<file path="src/hdl/tdtf_map.svh">
// constants of the telegram fallback block: clock, bit rate and timing figures
// assumes a 25 MHz system clock and the nominal uplink bit rate
`ifndef TDTF_MAP_SVH
`define TDTF_MAP_SVH

// system clock
`define TDTF_CLK_HZ 25000000
`define TDTF_CLK_MHZ 25
// nominal uplink bit rate, bits per second
`define TDTF_BIT_RATE 564480
// bits of the equal-bit run before the default telegram, legal 75..128
`define TDTF_RUN_BITS 80
`define TDTF_RUN_MIN 75
`define TDTF_RUN_MAX 128
// latest end of the run after a stable failure, in uplink bits
`define TDTF_DEADLINE_BITS 341
// failure must stand this long before it counts, microseconds
`define TDTF_FAIL_US 100
// tele-powering absent this long clears the latched default, microseconds
`define TDTF_POWER_OFF_US 5000
// output data correct this long after the operating flux, microseconds
`define TDTF_VALID_US 150
// length of the blocking indication at passage start, microseconds
`define TDTF_BLOCK_US 1000
// length of the stored default telegram, bits
`define TDTF_DEF_LEN 32

`endif

</file>
<file path="src/hdl/tdtf_pkg.sv">
// types of the telegram fallback block
// assumes tdtf_map.svh for all figures
`default_nettype none
package tdtf_pkg;

    typedef enum logic [2:0] {
        tdtf_st_relay = 3'h1,
        tdtf_st_run = 3'h2,
        tdtf_st_default = 3'h4
    } tdtf_state_t;

endpackage : tdtf_pkg

`default_nettype wire

</file>
<file path="src/hdl/tdtf_top.sv">
// telegram selection of a controlled transponder: relay, equal-bit run, default telegram
// assumes all inputs synchronous to clk; failure and power detectors sit outside
`timescale 1ns/1ps
`default_nettype none
`include "tdtf_map.svh"

//Function
// On a cut cable or a lost signal on the wired input the stored default telegram replaces the relayed one.
// Directly before the first default telegram a run of 75 to 128 equal bits is sent.
// The equal-bit run ends within 341 uplink bit periods of the failure becoming stable.
// Once on the default telegram the device keeps it for the rest of the passage even if the input recovers.
// A data line held at 0 V with the power-frequency line nominal is a failure, and one of 0.6 to 1.0 ms triggers fallback; the code uses 100 us.
// Optionally a blocking indication is raised toward the encoder at the start of a passage.
// While blocking is shown the encoder keeps the current telegram until a set delay has passed.
// The selected telegram is relayed uncorrupted for as long as blocking is asserted.
// Blocking may start before the operating flux, and data need only be correct 150 us after that flux.
// Tele-powering removed for about 10 ms clears the latched default so the next passage relays again; the code clears it after 5 ms.
module tdtf_top #(
    parameter int BIT_DIV = `TDTF_CLK_HZ / `TDTF_BIT_RATE,
    parameter int FAIL_CYC = `TDTF_FAIL_US * `TDTF_CLK_MHZ,
    parameter int POWER_OFF_CYC = `TDTF_POWER_OFF_US * `TDTF_CLK_MHZ,
    parameter int VALID_CYC = `TDTF_VALID_US * `TDTF_CLK_MHZ,
    parameter int BLOCK_CYC = `TDTF_BLOCK_US * `TDTF_CLK_MHZ,
    parameter int RUN_BITS = `TDTF_RUN_BITS,
    parameter int DEF_LEN = `TDTF_DEF_LEN,
    // arbitrary default content; real content is set per installation
    parameter logic [DEF_LEN-1:0] DEF_TELEGRAM = 32'h5A3C_96E1
) (
    // clock and reset
    input wire logic clk,
    input wire logic rst,
    // wired input from the lineside encoder
    input wire logic telegram_data_input,
    input wire logic power_frequency_input,
    input wire logic cable_cut,
    // tele-powering state
    input wire logic tele_power_ok,
    input wire logic flux_ok,
    input wire logic block_enable,
    // uplink bit stream
    output logic uplink_bit,
    output logic uplink_strobe,
    output logic data_valid,
    output logic default_active,
    // blocking indication toward the encoder
    output logic block_ind
);

    localparam int FW = $clog2(FAIL_CYC + 1);
    localparam int PW = $clog2(POWER_OFF_CYC + 1);
    localparam int VW = $clog2(VALID_CYC + 1);
    localparam int BW = $clog2(BLOCK_CYC + 1);
    localparam int RW = $clog2(RUN_BITS + 1);
    localparam int DW = $clog2(DEF_LEN);
    localparam int OW = 10;
    localparam int DEADLINE = `TDTF_DEADLINE_BITS;
    localparam int RUN_MIN = `TDTF_RUN_MIN;
    localparam int RUN_MAX = `TDTF_RUN_MAX;

    tdtf_pkg::tdtf_state_t state;
    logic bit_tick;
    logic fail_now;
    logic fail_det;
    logic [FW-1:0] fail_cnt;
    logic [PW-1:0] off_cnt;
    logic power_lost;
    logic pwr_prev;
    logic [VW-1:0] flux_cnt;
    logic [BW-1:0] block_cnt;
    logic [RW-1:0] run_cnt;
    logic [DW-1:0] def_idx;
    logic [OW-1:0] onset_bits;

    tdtf_bit_timer #(
        .DIV(BIT_DIV)
    ) u_bit_timer (
        .clk(clk),
        .rst(rst),
        .tick(bit_tick)
    );

    // cut cable, or data at 0 V while the power-frequency line is nominal
    assign fail_now = cable_cut | (~telegram_data_input & power_frequency_input);
    assign fail_det = fail_now && (fail_cnt == FW'(FAIL_CYC));
    assign power_lost = (off_cnt == PW'(POWER_OFF_CYC));

    // failure must stand unbroken before it counts
    always_ff @(posedge clk or posedge rst) begin
        if (rst) begin
            fail_cnt <= '0;
        end else if (!fail_now) begin
            fail_cnt <= '0;
        end else if (fail_cnt != FW'(FAIL_CYC)) begin
            fail_cnt <= fail_cnt + FW'(1);
        end
    end

    // time without tele-powering
    always_ff @(posedge clk or posedge rst) begin
        if (rst) begin
            off_cnt <= '0;
        end else if (tele_power_ok) begin
            off_cnt <= '0;
        end else if (!power_lost) begin
            off_cnt <= off_cnt + PW'(1);
        end
    end

    // selection state
    always_ff @(posedge clk or posedge rst) begin
        if (rst) begin
            state <= tdtf_pkg::tdtf_st_relay;
            run_cnt <= '0;
            def_idx <= '0;
        end else if (power_lost) begin
            state <= tdtf_pkg::tdtf_st_relay;
            run_cnt <= '0;
            def_idx <= '0;
        end else begin
            case (state)
                tdtf_pkg::tdtf_st_relay: begin
                    if (fail_det) begin
                        state <= tdtf_pkg::tdtf_st_run;
                        run_cnt <= '0;
                    end
                end
                tdtf_pkg::tdtf_st_run: begin
                    if (bit_tick) begin
                        if (run_cnt == RW'(RUN_BITS - 1)) begin
                            state <= tdtf_pkg::tdtf_st_default;
                            def_idx <= '0;
                        end
                        run_cnt <= run_cnt + RW'(1);
                    end
                end
                tdtf_pkg::tdtf_st_default: begin
                    // latched until power loss, input recovery ignored
                    if (bit_tick) begin
                        def_idx <= (def_idx == DW'(DEF_LEN - 1)) ? '0 : def_idx + DW'(1);
                    end
                end
                default: begin
                    state <= tdtf_pkg::tdtf_st_relay;
                end
            endcase
        end
    end

    // bit output: relay, equal ones, or stored telegram
    always_ff @(posedge clk or posedge rst) begin
        if (rst) begin
            uplink_bit <= 1'b0;
            uplink_strobe <= 1'b0;
            default_active <= 1'b0;
        end else begin
            uplink_strobe <= bit_tick;
            default_active <= (state == tdtf_pkg::tdtf_st_default);
            if (bit_tick) begin
                case (state)
                    tdtf_pkg::tdtf_st_relay: uplink_bit <= telegram_data_input;
                    tdtf_pkg::tdtf_st_run: uplink_bit <= 1'b1;
                    tdtf_pkg::tdtf_st_default: uplink_bit <= DEF_TELEGRAM[def_idx];
                    default: uplink_bit <= telegram_data_input;
                endcase
            end
        end
    end

    // blocking at passage start; the encoder holds its telegram meanwhile
    always_ff @(posedge clk or posedge rst) begin
        if (rst) begin
            pwr_prev <= 1'b0;
            block_cnt <= '0;
            block_ind <= 1'b0;
        end else begin
            pwr_prev <= tele_power_ok;
            if (tele_power_ok && !pwr_prev && block_enable) begin
                block_cnt <= BW'(BLOCK_CYC);
                block_ind <= 1'b1;
            end else if (block_cnt != '0 && tele_power_ok) begin
                block_cnt <= block_cnt - BW'(1);
                block_ind <= (block_cnt != BW'(1));
            end else begin
                block_cnt <= '0;
                block_ind <= 1'b0;
            end
        end
    end

    // data guaranteed only after the flux has stood long enough
    always_ff @(posedge clk or posedge rst) begin
        if (rst) begin
            flux_cnt <= '0;
            data_valid <= 1'b0;
        end else if (!flux_ok) begin
            flux_cnt <= '0;
            data_valid <= 1'b0;
        end else if (flux_cnt != VW'(VALID_CYC)) begin
            flux_cnt <= flux_cnt + VW'(1);
        end else begin
            data_valid <= 1'b1;
        end
    end

    // bits since the failure began, for checking only
    always_ff @(posedge clk or posedge rst) begin
        if (rst) begin
            onset_bits <= '0;
        end else if (state == tdtf_pkg::tdtf_st_relay && !fail_now) begin
            onset_bits <= '0;
        end else if (bit_tick && onset_bits != '1) begin
            onset_bits <= onset_bits + OW'(1);
        end
    end
endmodule : tdtf_top

`default_nettype wire

</file>
<file path="src/hdl/tdtf_bit_timer.sv">
// uplink bit period enable: one-cycle pulse every DIV clocks
// assumes a single clock and an asynchronous active-high reset
`timescale 1ns/1ps
`default_nettype none

module tdtf_bit_timer #(
    parameter int DIV = 44
) (
    // clock and reset
    input wire logic clk,
    input wire logic rst,
    // bit period strobe
    output logic tick
);

    localparam int CW = $clog2(DIV);
    localparam logic [CW-1:0] LAST = CW'(DIV - 1);

    logic [CW-1:0] count;

    always_ff @(posedge clk or posedge rst) begin
        if (rst) begin
            count <= '0;
            tick <= 1'b0;
        end else begin
            tick <= (count == LAST);
            if (count == LAST) begin
                count <= '0;
            end else begin
                count <= count + CW'(1);
            end
        end
    end

endmodule : tdtf_bit_timer

`default_nettype wire

</file>
<file path="config.mk">
export PLATFORM = sky130hd
export DESIGN_NAME = tdtf_top
export DESIGN_NICKNAME = d
export VERILOG_FILES = /design/src/hdl/tdtf_pkg.sv /design/src/hdl/tdtf_top.sv /design/src/hdl/tdtf_bit_timer.sv
export VERILOG_INCLUDE_DIRS = /design/src /design/src/hdl
export SDC_FILE = /design/constraint.sdc
export NUM_CORES = 1
export LEC_CHECK = 0
export BUFFER_PORTS_ARGS = -buffer_cell sky130_fd_sc_hd__buf_4
export CAP_MARGIN = 10
export CORE_MARGIN = 1
export CORE_UTILIZATION = 60
export CTS_CLUSTER_SIZE = 8
export DETAILED_ROUTE_END_ITERATION = 10
export PLACE_DENSITY_LB_ADDON = 0.05
export RECOVER_POWER = 50
export SETUP_SLACK_MARGIN = 0.5
export SLEW_MARGIN = 20
export SYNTH_ARGS = -nofsm -noshare
export SYNTH_HDL_FRONTEND = slang
export SYNTH_SLANG_ARGS = --single-unit
</file>
<file path="constraint.sdc">
create_clock -name clk -period 3.7 [get_ports clk]
set_input_delay 0.555 -clock clk [delete_from_list [all_inputs] [get_ports clk]]
set_output_delay 0.555 -clock clk [all_outputs]
set_load 0.01 [all_outputs]
</file>
==> results.yml, run 1 <==
setup_path:
  reg2reg_to: "block_cnt[3]"
  cp_num_buf_inv: 3
  endpoint: "u_bit_timer.count[5]"
  crit_type: "in -> async"
  cp_top_family: "buffers and inverters"
  r2r_cells: 4
  crit_cells: 3
  slowest_stage: "clkinvlp_2"
  crit-reg2reg-launch: "block_cnt[9]"
  reg2reg_setup_slack_ns: 1.39
  endpoint_kind: "async pin"
  slowest_delay_ns: 1.27
  required_ns: 4.05
  arrival_ns: 2.72
  start_kind: "input port"
  cp_max_fo: 53
  crit_path_start: "rst"
  crit_chain: "clkbuf_4, clkinvlp_2, clkbuf_1"
timing:
  timing.final.crit_period_ns: 2.37
  finClkSkew_ns: 0.00769
  rsz0062_at_grt: "false"
  tightest_slew_ns: 2.25
  timing.slew.headroom_pct: -50.8
  fin_setup_tns_ns: 0
  fin_ws_ns: 1.33
  finalHoldViolCount: 0
  drv_slew: 54
  finalSetupViolCount: 0
  whs_ns: 0.462
  clock.fmax_mhz: 422
  finalCritPeriodShare_pct: 64.1
placed_design:
  place_congestion: 0.793
  dp_slack_ns: 1.45
  io_buffers: 12
  dpl_cell_area_um2: 4590
  dp_hpwl_um: 5620
floorplan:
  start_util_pct: 63.4
  fp.coreArea_um2: 6940
  io_pins: 13
  die_y_um: 87.7
  die_w_um: 87.7
  die_area_um2: 7680
  row_count: 30
logic_synthesis:
  syn_avg_cell_area_um2: 9.80
  syn_nets: 472
  yosysTopAreaCell: "dfrtp_1"
  ys.warnings.count: 0
  synth_top_cell_area_share_pct: 47.2
  synth-edff-count: 0
  yosys-top-cells-area: "dfrtp_1 47%, xnor2_1 4.6%, ha_1 4.3%"
  syn_inst: 449
  syn-cell-area_um2: 4400
  ys_ff_latch: 84
  synth_cell_type_count: 54
  seq_area_frac_synth_pct: 47.8
  synth-main-ff-cell: "dfrtp_1"
  synth-async-reset-ratio_pct: 100
job:
  cap_violations: 1
final_layout:
  finalNetCount: 487
  final_area_um2: 4770
  area_growth_pct: 8.41
  antennaDiodeCount: 0
  layout-drive-gt1-share_pct: 8.58
global_routing:
  grt_use_total_pct: 23.3
  globalRouteOverflowTotal: 0
  grt_max_degree: 54
  grt_pass1_wl_um: 14100
  grt_pass1_vias: 3145
  antenna_found_initial: 0
routing:
  dr.pass1.iters: 4
  wl_per_cell_um: 14.3
  ant_nets: 0
  num_vias: 3301
  drc: 0
  drt-initial-drc-count: 176
  routed_wl_um: 8030
  viasPerCell: 5.87
clock_network:
  numCtsBuffers: 9
  postCtsSetupBuffers: 0
  ctsHoldBuffers: 0
  clock_path_buffers: 2
  clk_latency_ns: 0.34
  cts_tree: "done"
  clock-sinks: 84
  htreeDepth: 3
  root_buffer: "clkbuf_8"
  cts.clk_slew.worst_paths_ns: 0.07
  cts_resized: 0
worst_hold_path:
  hold_class: "reg -> reg"
outcome:
  failed_checks: "max-capacitance violations, max-slew violations"
  status: "complete, but fails checks"
power_and_ir_drop:
  ir_worst_vdd_mv: 0.346
  total_power_uw: 2130
  p_per_area_nw_per_um2: 446
  p_leak_uw: 0.00206
## metal layers
metal | vias to the layer above | global-route usage, % | wire length, µm
met3 | 11 | 3.11 | 203
met1 | 1624 | 30.7 | 3720
met2 | 49 | 40.1 | 4010
li1 | 1617 | - | -
met5 | - | 0 | 0
met4 | 0 | 7.30 | 99
## power breakdown
part / internal [µW] / switching [µW] / total (µW)
registers: 991 / 80.6 / 1070
clock network: 369 / 298 / 666
logic: 165 / 224 / 390
total: 1520 / 603 / 2130
## registers in the layout (all words and copies together) (netlist names)
register and flops:
u_bit_timer.tick 1, block_cnt 15, block_ind 1, run_cnt 7, data_valid 1, uplink_strobe 1, flux_cnt 12, u_bit_timer.count 6
pwr_prev 1, state 3, fail_cnt 12, def_idx 5, uplink_bit 1, default_active 1, off_cnt 17
## worst min path at each step
stage	cells after the start	startpoint	endpoint	slack, ns
3_3_place_gp	1	u_bit_timer.count[0]	u_bit_timer.count[0]	0.44
3_5_place_dp	1	u_bit_timer.count[0]	u_bit_timer.count[0]	0.46
4_1_cts	2	rst	fail_cnt[6]	0.41
2_1_floorplan	0	u_bit_timer.tick	uplink_strobe	0.39
6_report	1	u_bit_timer.count[0]	u_bit_timer.count[0]	0.46
5_1_grt	1	u_bit_timer.count[0]	u_bit_timer.count[0]	0.48
## metrics by stage
stage,utilization (%),cells
after floorplan,-,449
after global placement,66.1,549
after global routing,68.7,562
after detailed placement,66.1,549
after CTS,68.9,562
final,68.7,562
## cells by family (layout without fill, tap and decap cells)
logic type / after synthesis / after routing / share of synthesized area [%]
AOI/OAI and AO/OA: 63 / 63 / 8.73
adders and majority gates: 15 / 15 / 4.26
buffers and inverters: 31 / 48 / 2.73
xor gates and xnor gates: 43 / 43 / 8.56
muxes: 5 / 5 / 1.17
and+or+nand+nor: 208 / 208 / 26.8
DFF: 84 / 84 / 47.8
## cells in the mapped netlist (13+ instances only)
master and number:
xor2_1 20, o21ai_0 20, a21oi_1 18, nand4_1 15, xnor2_1 23, nand3_1 31, ha_1 15, nand2_1 27
nor3_1 13, inv_1 20, nor2_1 47, dfrtp_1 83
## worst register-to-register path, stage by stage, from the launching register on
cell	delay (ns)
dfrtp_1	0.40
nor4_1	0.76
nand4b_1	0.34
o21ai_0	0.48
o21ai_0	0.19
## cell usage in the layout, fill, tap and decap left out, types with 3 or more instances in the layout
cell,instances
buf_4,11
or3_1,7
nor4b_1,4
clkbuf_8,9
a21oi_1,18
nor4_1,9
nand2b_1,7
xnor2_1,23
o21ai_0,20
nand4b_1,4
clkbuf_1,4
dfrtp_1,83
and2_1,9
o21a_1,3
and4_1,4
nand4_1,15
a31oi_1,3
inv_1,19
nand3b_1,5
ha_1,15
o21ai_1,3
nor3_1,13
or3b_2,3
xor2_1,20
nor2_1,47
mux2i_1,4
nand2_1,27
and3_1,5
nand3_1,31
## cell type report
cell class,instances,area [µm²]
sequential,84,2100
timing repair buffer,15,101
fill,566,2170
multi-input combinational,334,2180
tap,96,120
clock inverter,3,65.1
inverter,20,76.3
clock buffer,10,128
Power figures use the tool's default switching activity.
==> inputs of run 2 (changes only) <==
clock period = 2.25 ns   (was 3.7 ns; I/O delays follow)
==> run 2 against run 1 <==
Compared with the run above: the flow now finishes without violations; first-iteration DRC count is 28% higher; sequential cell count stayed put; worst hold slack worse by 0.34 ns; non-clock buffer count is 36 higher; total power is 84% higher; core utilization is 7.5 points higher; die area stayed put; largest cell class unchanged.
==> results.yml, run 2 (synthesis gave the netlist of run 1 again) <==
timing:
  tightest_slew_ns: 1.18
  drv_slew: 0
  timing.final.crit_period_ns: 1.78
  finalSetupViolCount: 0
  rsz0062_at_grt: "true"
  timing.slew.headroom_pct: 21.5
  fin_setup_tns_ns: 0
  finalHoldViolCount: 0
  finalCritPeriodShare_pct: 79.2
  finClkSkew_ns: 0.0141
  clock.fmax_mhz: 561
routing:
  wl_per_cell_um: 15.4
  viasPerCell: 5.87
  drt-initial-drc-count: 225
  routed_wl_um: 9280
  ant_nets: 0
  dr.pass1.iters: 5
  drc: 0
  num_vias: 3541
setup_path:
  required_ns: 2.52
  slowest_delay_ns: 0.54
  crit_type: "reg -> reg"
  reg2reg_setup_slack_ns: 0.47
  start_kind: "flip-flop"
  cp_max_fo: 7
  crit_chain: "or3b_2, or3_1, mux2_2, o22ai_1"
  slowest_stage: "or3b_2"
  arrival_ns: 2.06
  endpoint_kind: "flip-flop"
floorplan:
  die_y_um: 87.7
  die_area_um2: 7680
  die_w_um: 87.7
  io_pins: 13
  start_util_pct: 63.4
  row_count: 30
  fp.coreArea_um2: 6940
final_layout:
  final_common_cell: "dfrtp_1"
  final.fill_count: 472
  area_growth_pct: 20.2
  antennaDiodeCount: 0
  largest_register_ff_count: 17
  layout-drive-gt1-share_pct: 20.9
  finalNetCount: 525
  reg_top3: "off_cnt x17, block_cnt x15"
  fin_util_pct: 76.2
  layout_common_cells: "75 x dfrtp_1, 48 x buf_4, 47 x nor2_1"
  top_register: "off_cnt"
clock_network:
  htreeDepth: 3
  root_buffer: "clkbuf_8"
  cts_tree: "done"
  clk_latency_ns: 0.36
  clock_path_buffers: 2
  cts.clk_slew.worst_paths_ns: 0.08
  numCtsBuffers: 9
  clock-sinks: 84
  ctsHoldBuffers: 0
worst_hold_path:
  hold_class: "in -> async"
placed_design:
  place_congestion: 0.828
  dp_hpwl_um: 5440
  io_buffers: 12
outcome:
  status: "finished, final reports clean"
power_and_ir_drop:
  total_power_uw: 3920
  ir_worst_vdd_mv: 0.437
  p_leak_uw: 0.00234
  p_per_area_nw_per_um2: 741
global_routing:
  grt_pass1_vias: 3221
  grt_pass1_wl_um: 14700
  globalRouteOverflowTotal: 0
  grt_max_degree: 85
  grt_use_total_pct: 24.7
  antenna_found_initial: 0
job:
  cap_violations: 0
run 2: cell types whose count changed in the layout (fill, tap and decap cells not counted), sizes merged:
cell and delta:
clkinv +1, and4 +1, buf +38, o211ai +1
run 2: per-stage QoR:
step,std cells,setup WS [ns],cell area (µm²),hold slack (ns)
floorplan,449,0.482,4440,0.369
global placement,553,0.388,4660,0.455
detailed placement,553,0.271,4660,0.485
CTS,582,0.447,5040,0.105
global route,603,0.387,5290,0.165
finish,603,0.468,5290,0.126
run 2: critical path, delay by kind of cell, from the launching register on:
kind / cells / cell delay [ns]
flip-flops: 1 / 0.46
multiplexers: 1 / 0.26
AND/OR/NAND/NOR: 2 / 0.85
AO/OA/AOI/OAI: 1 / 0.14
run 2: cell type report:
| type | count | area (µm²) | share of cell area (%) |
|---|---|---|---|
| clock buffer | 12 | 165 | 3.12 |
| clock inverter | 4 | 70.1 | 1.32 |
| inverter | 20 | 76.3 | 1.44 |
| multi-input combinational | 336 | 2350 | 44.5 |
| sequential | 84 | 2110 | 39.9 |
| tap | 96 | 120 | 2.27 |
| timing repair buffer | 51 | 392 | 7.40 |
run 2: metal layers:
| layer | track usage [%] | part of all wire [%] | vias to the layer above |
|---|---|---|---|
| li1 | - | - | 1710 |
| met1 | 33.8 | 46 | 1726 |
| met2 | 38.7 | 48 | 89 |
| met3 | 5.56 | 4.5 | 16 |
| met4 | 9.09 | 1.5 | 0 |
| met5 | 0 | 0 | - |
run 2: where the power goes:
group | switching (µW) | internal (µW)
Combinational | 446 | 433
Sequential | 161 | 1630
Clock | 541 | 713
run 2: path summary, 6_finish.rpt:
check | endpoint | cells after the start | from
worst min-delay path | data_valid | 3 | rst
worst max register to register | run_cnt[6] | 4 | state[2]
min in group clk | data_valid | 2 | flux_ok
worst max-delay path | run_cnt[6] | 4 | state[2]
max in group asynchronous | state[0] | 3 | rst
worst min register to register | u_bit_timer.count[0] | 1 | u_bit_timer.count[0]
run 2: repair_timing:
item,4_1_cts,5_1_grt
gates resized for setup,13,19
setup buffers,12,20
gates cloned,1,1
pin swaps,5,7
setup endpoints to repair,39,38
endpoints found under the hold margin,0,0
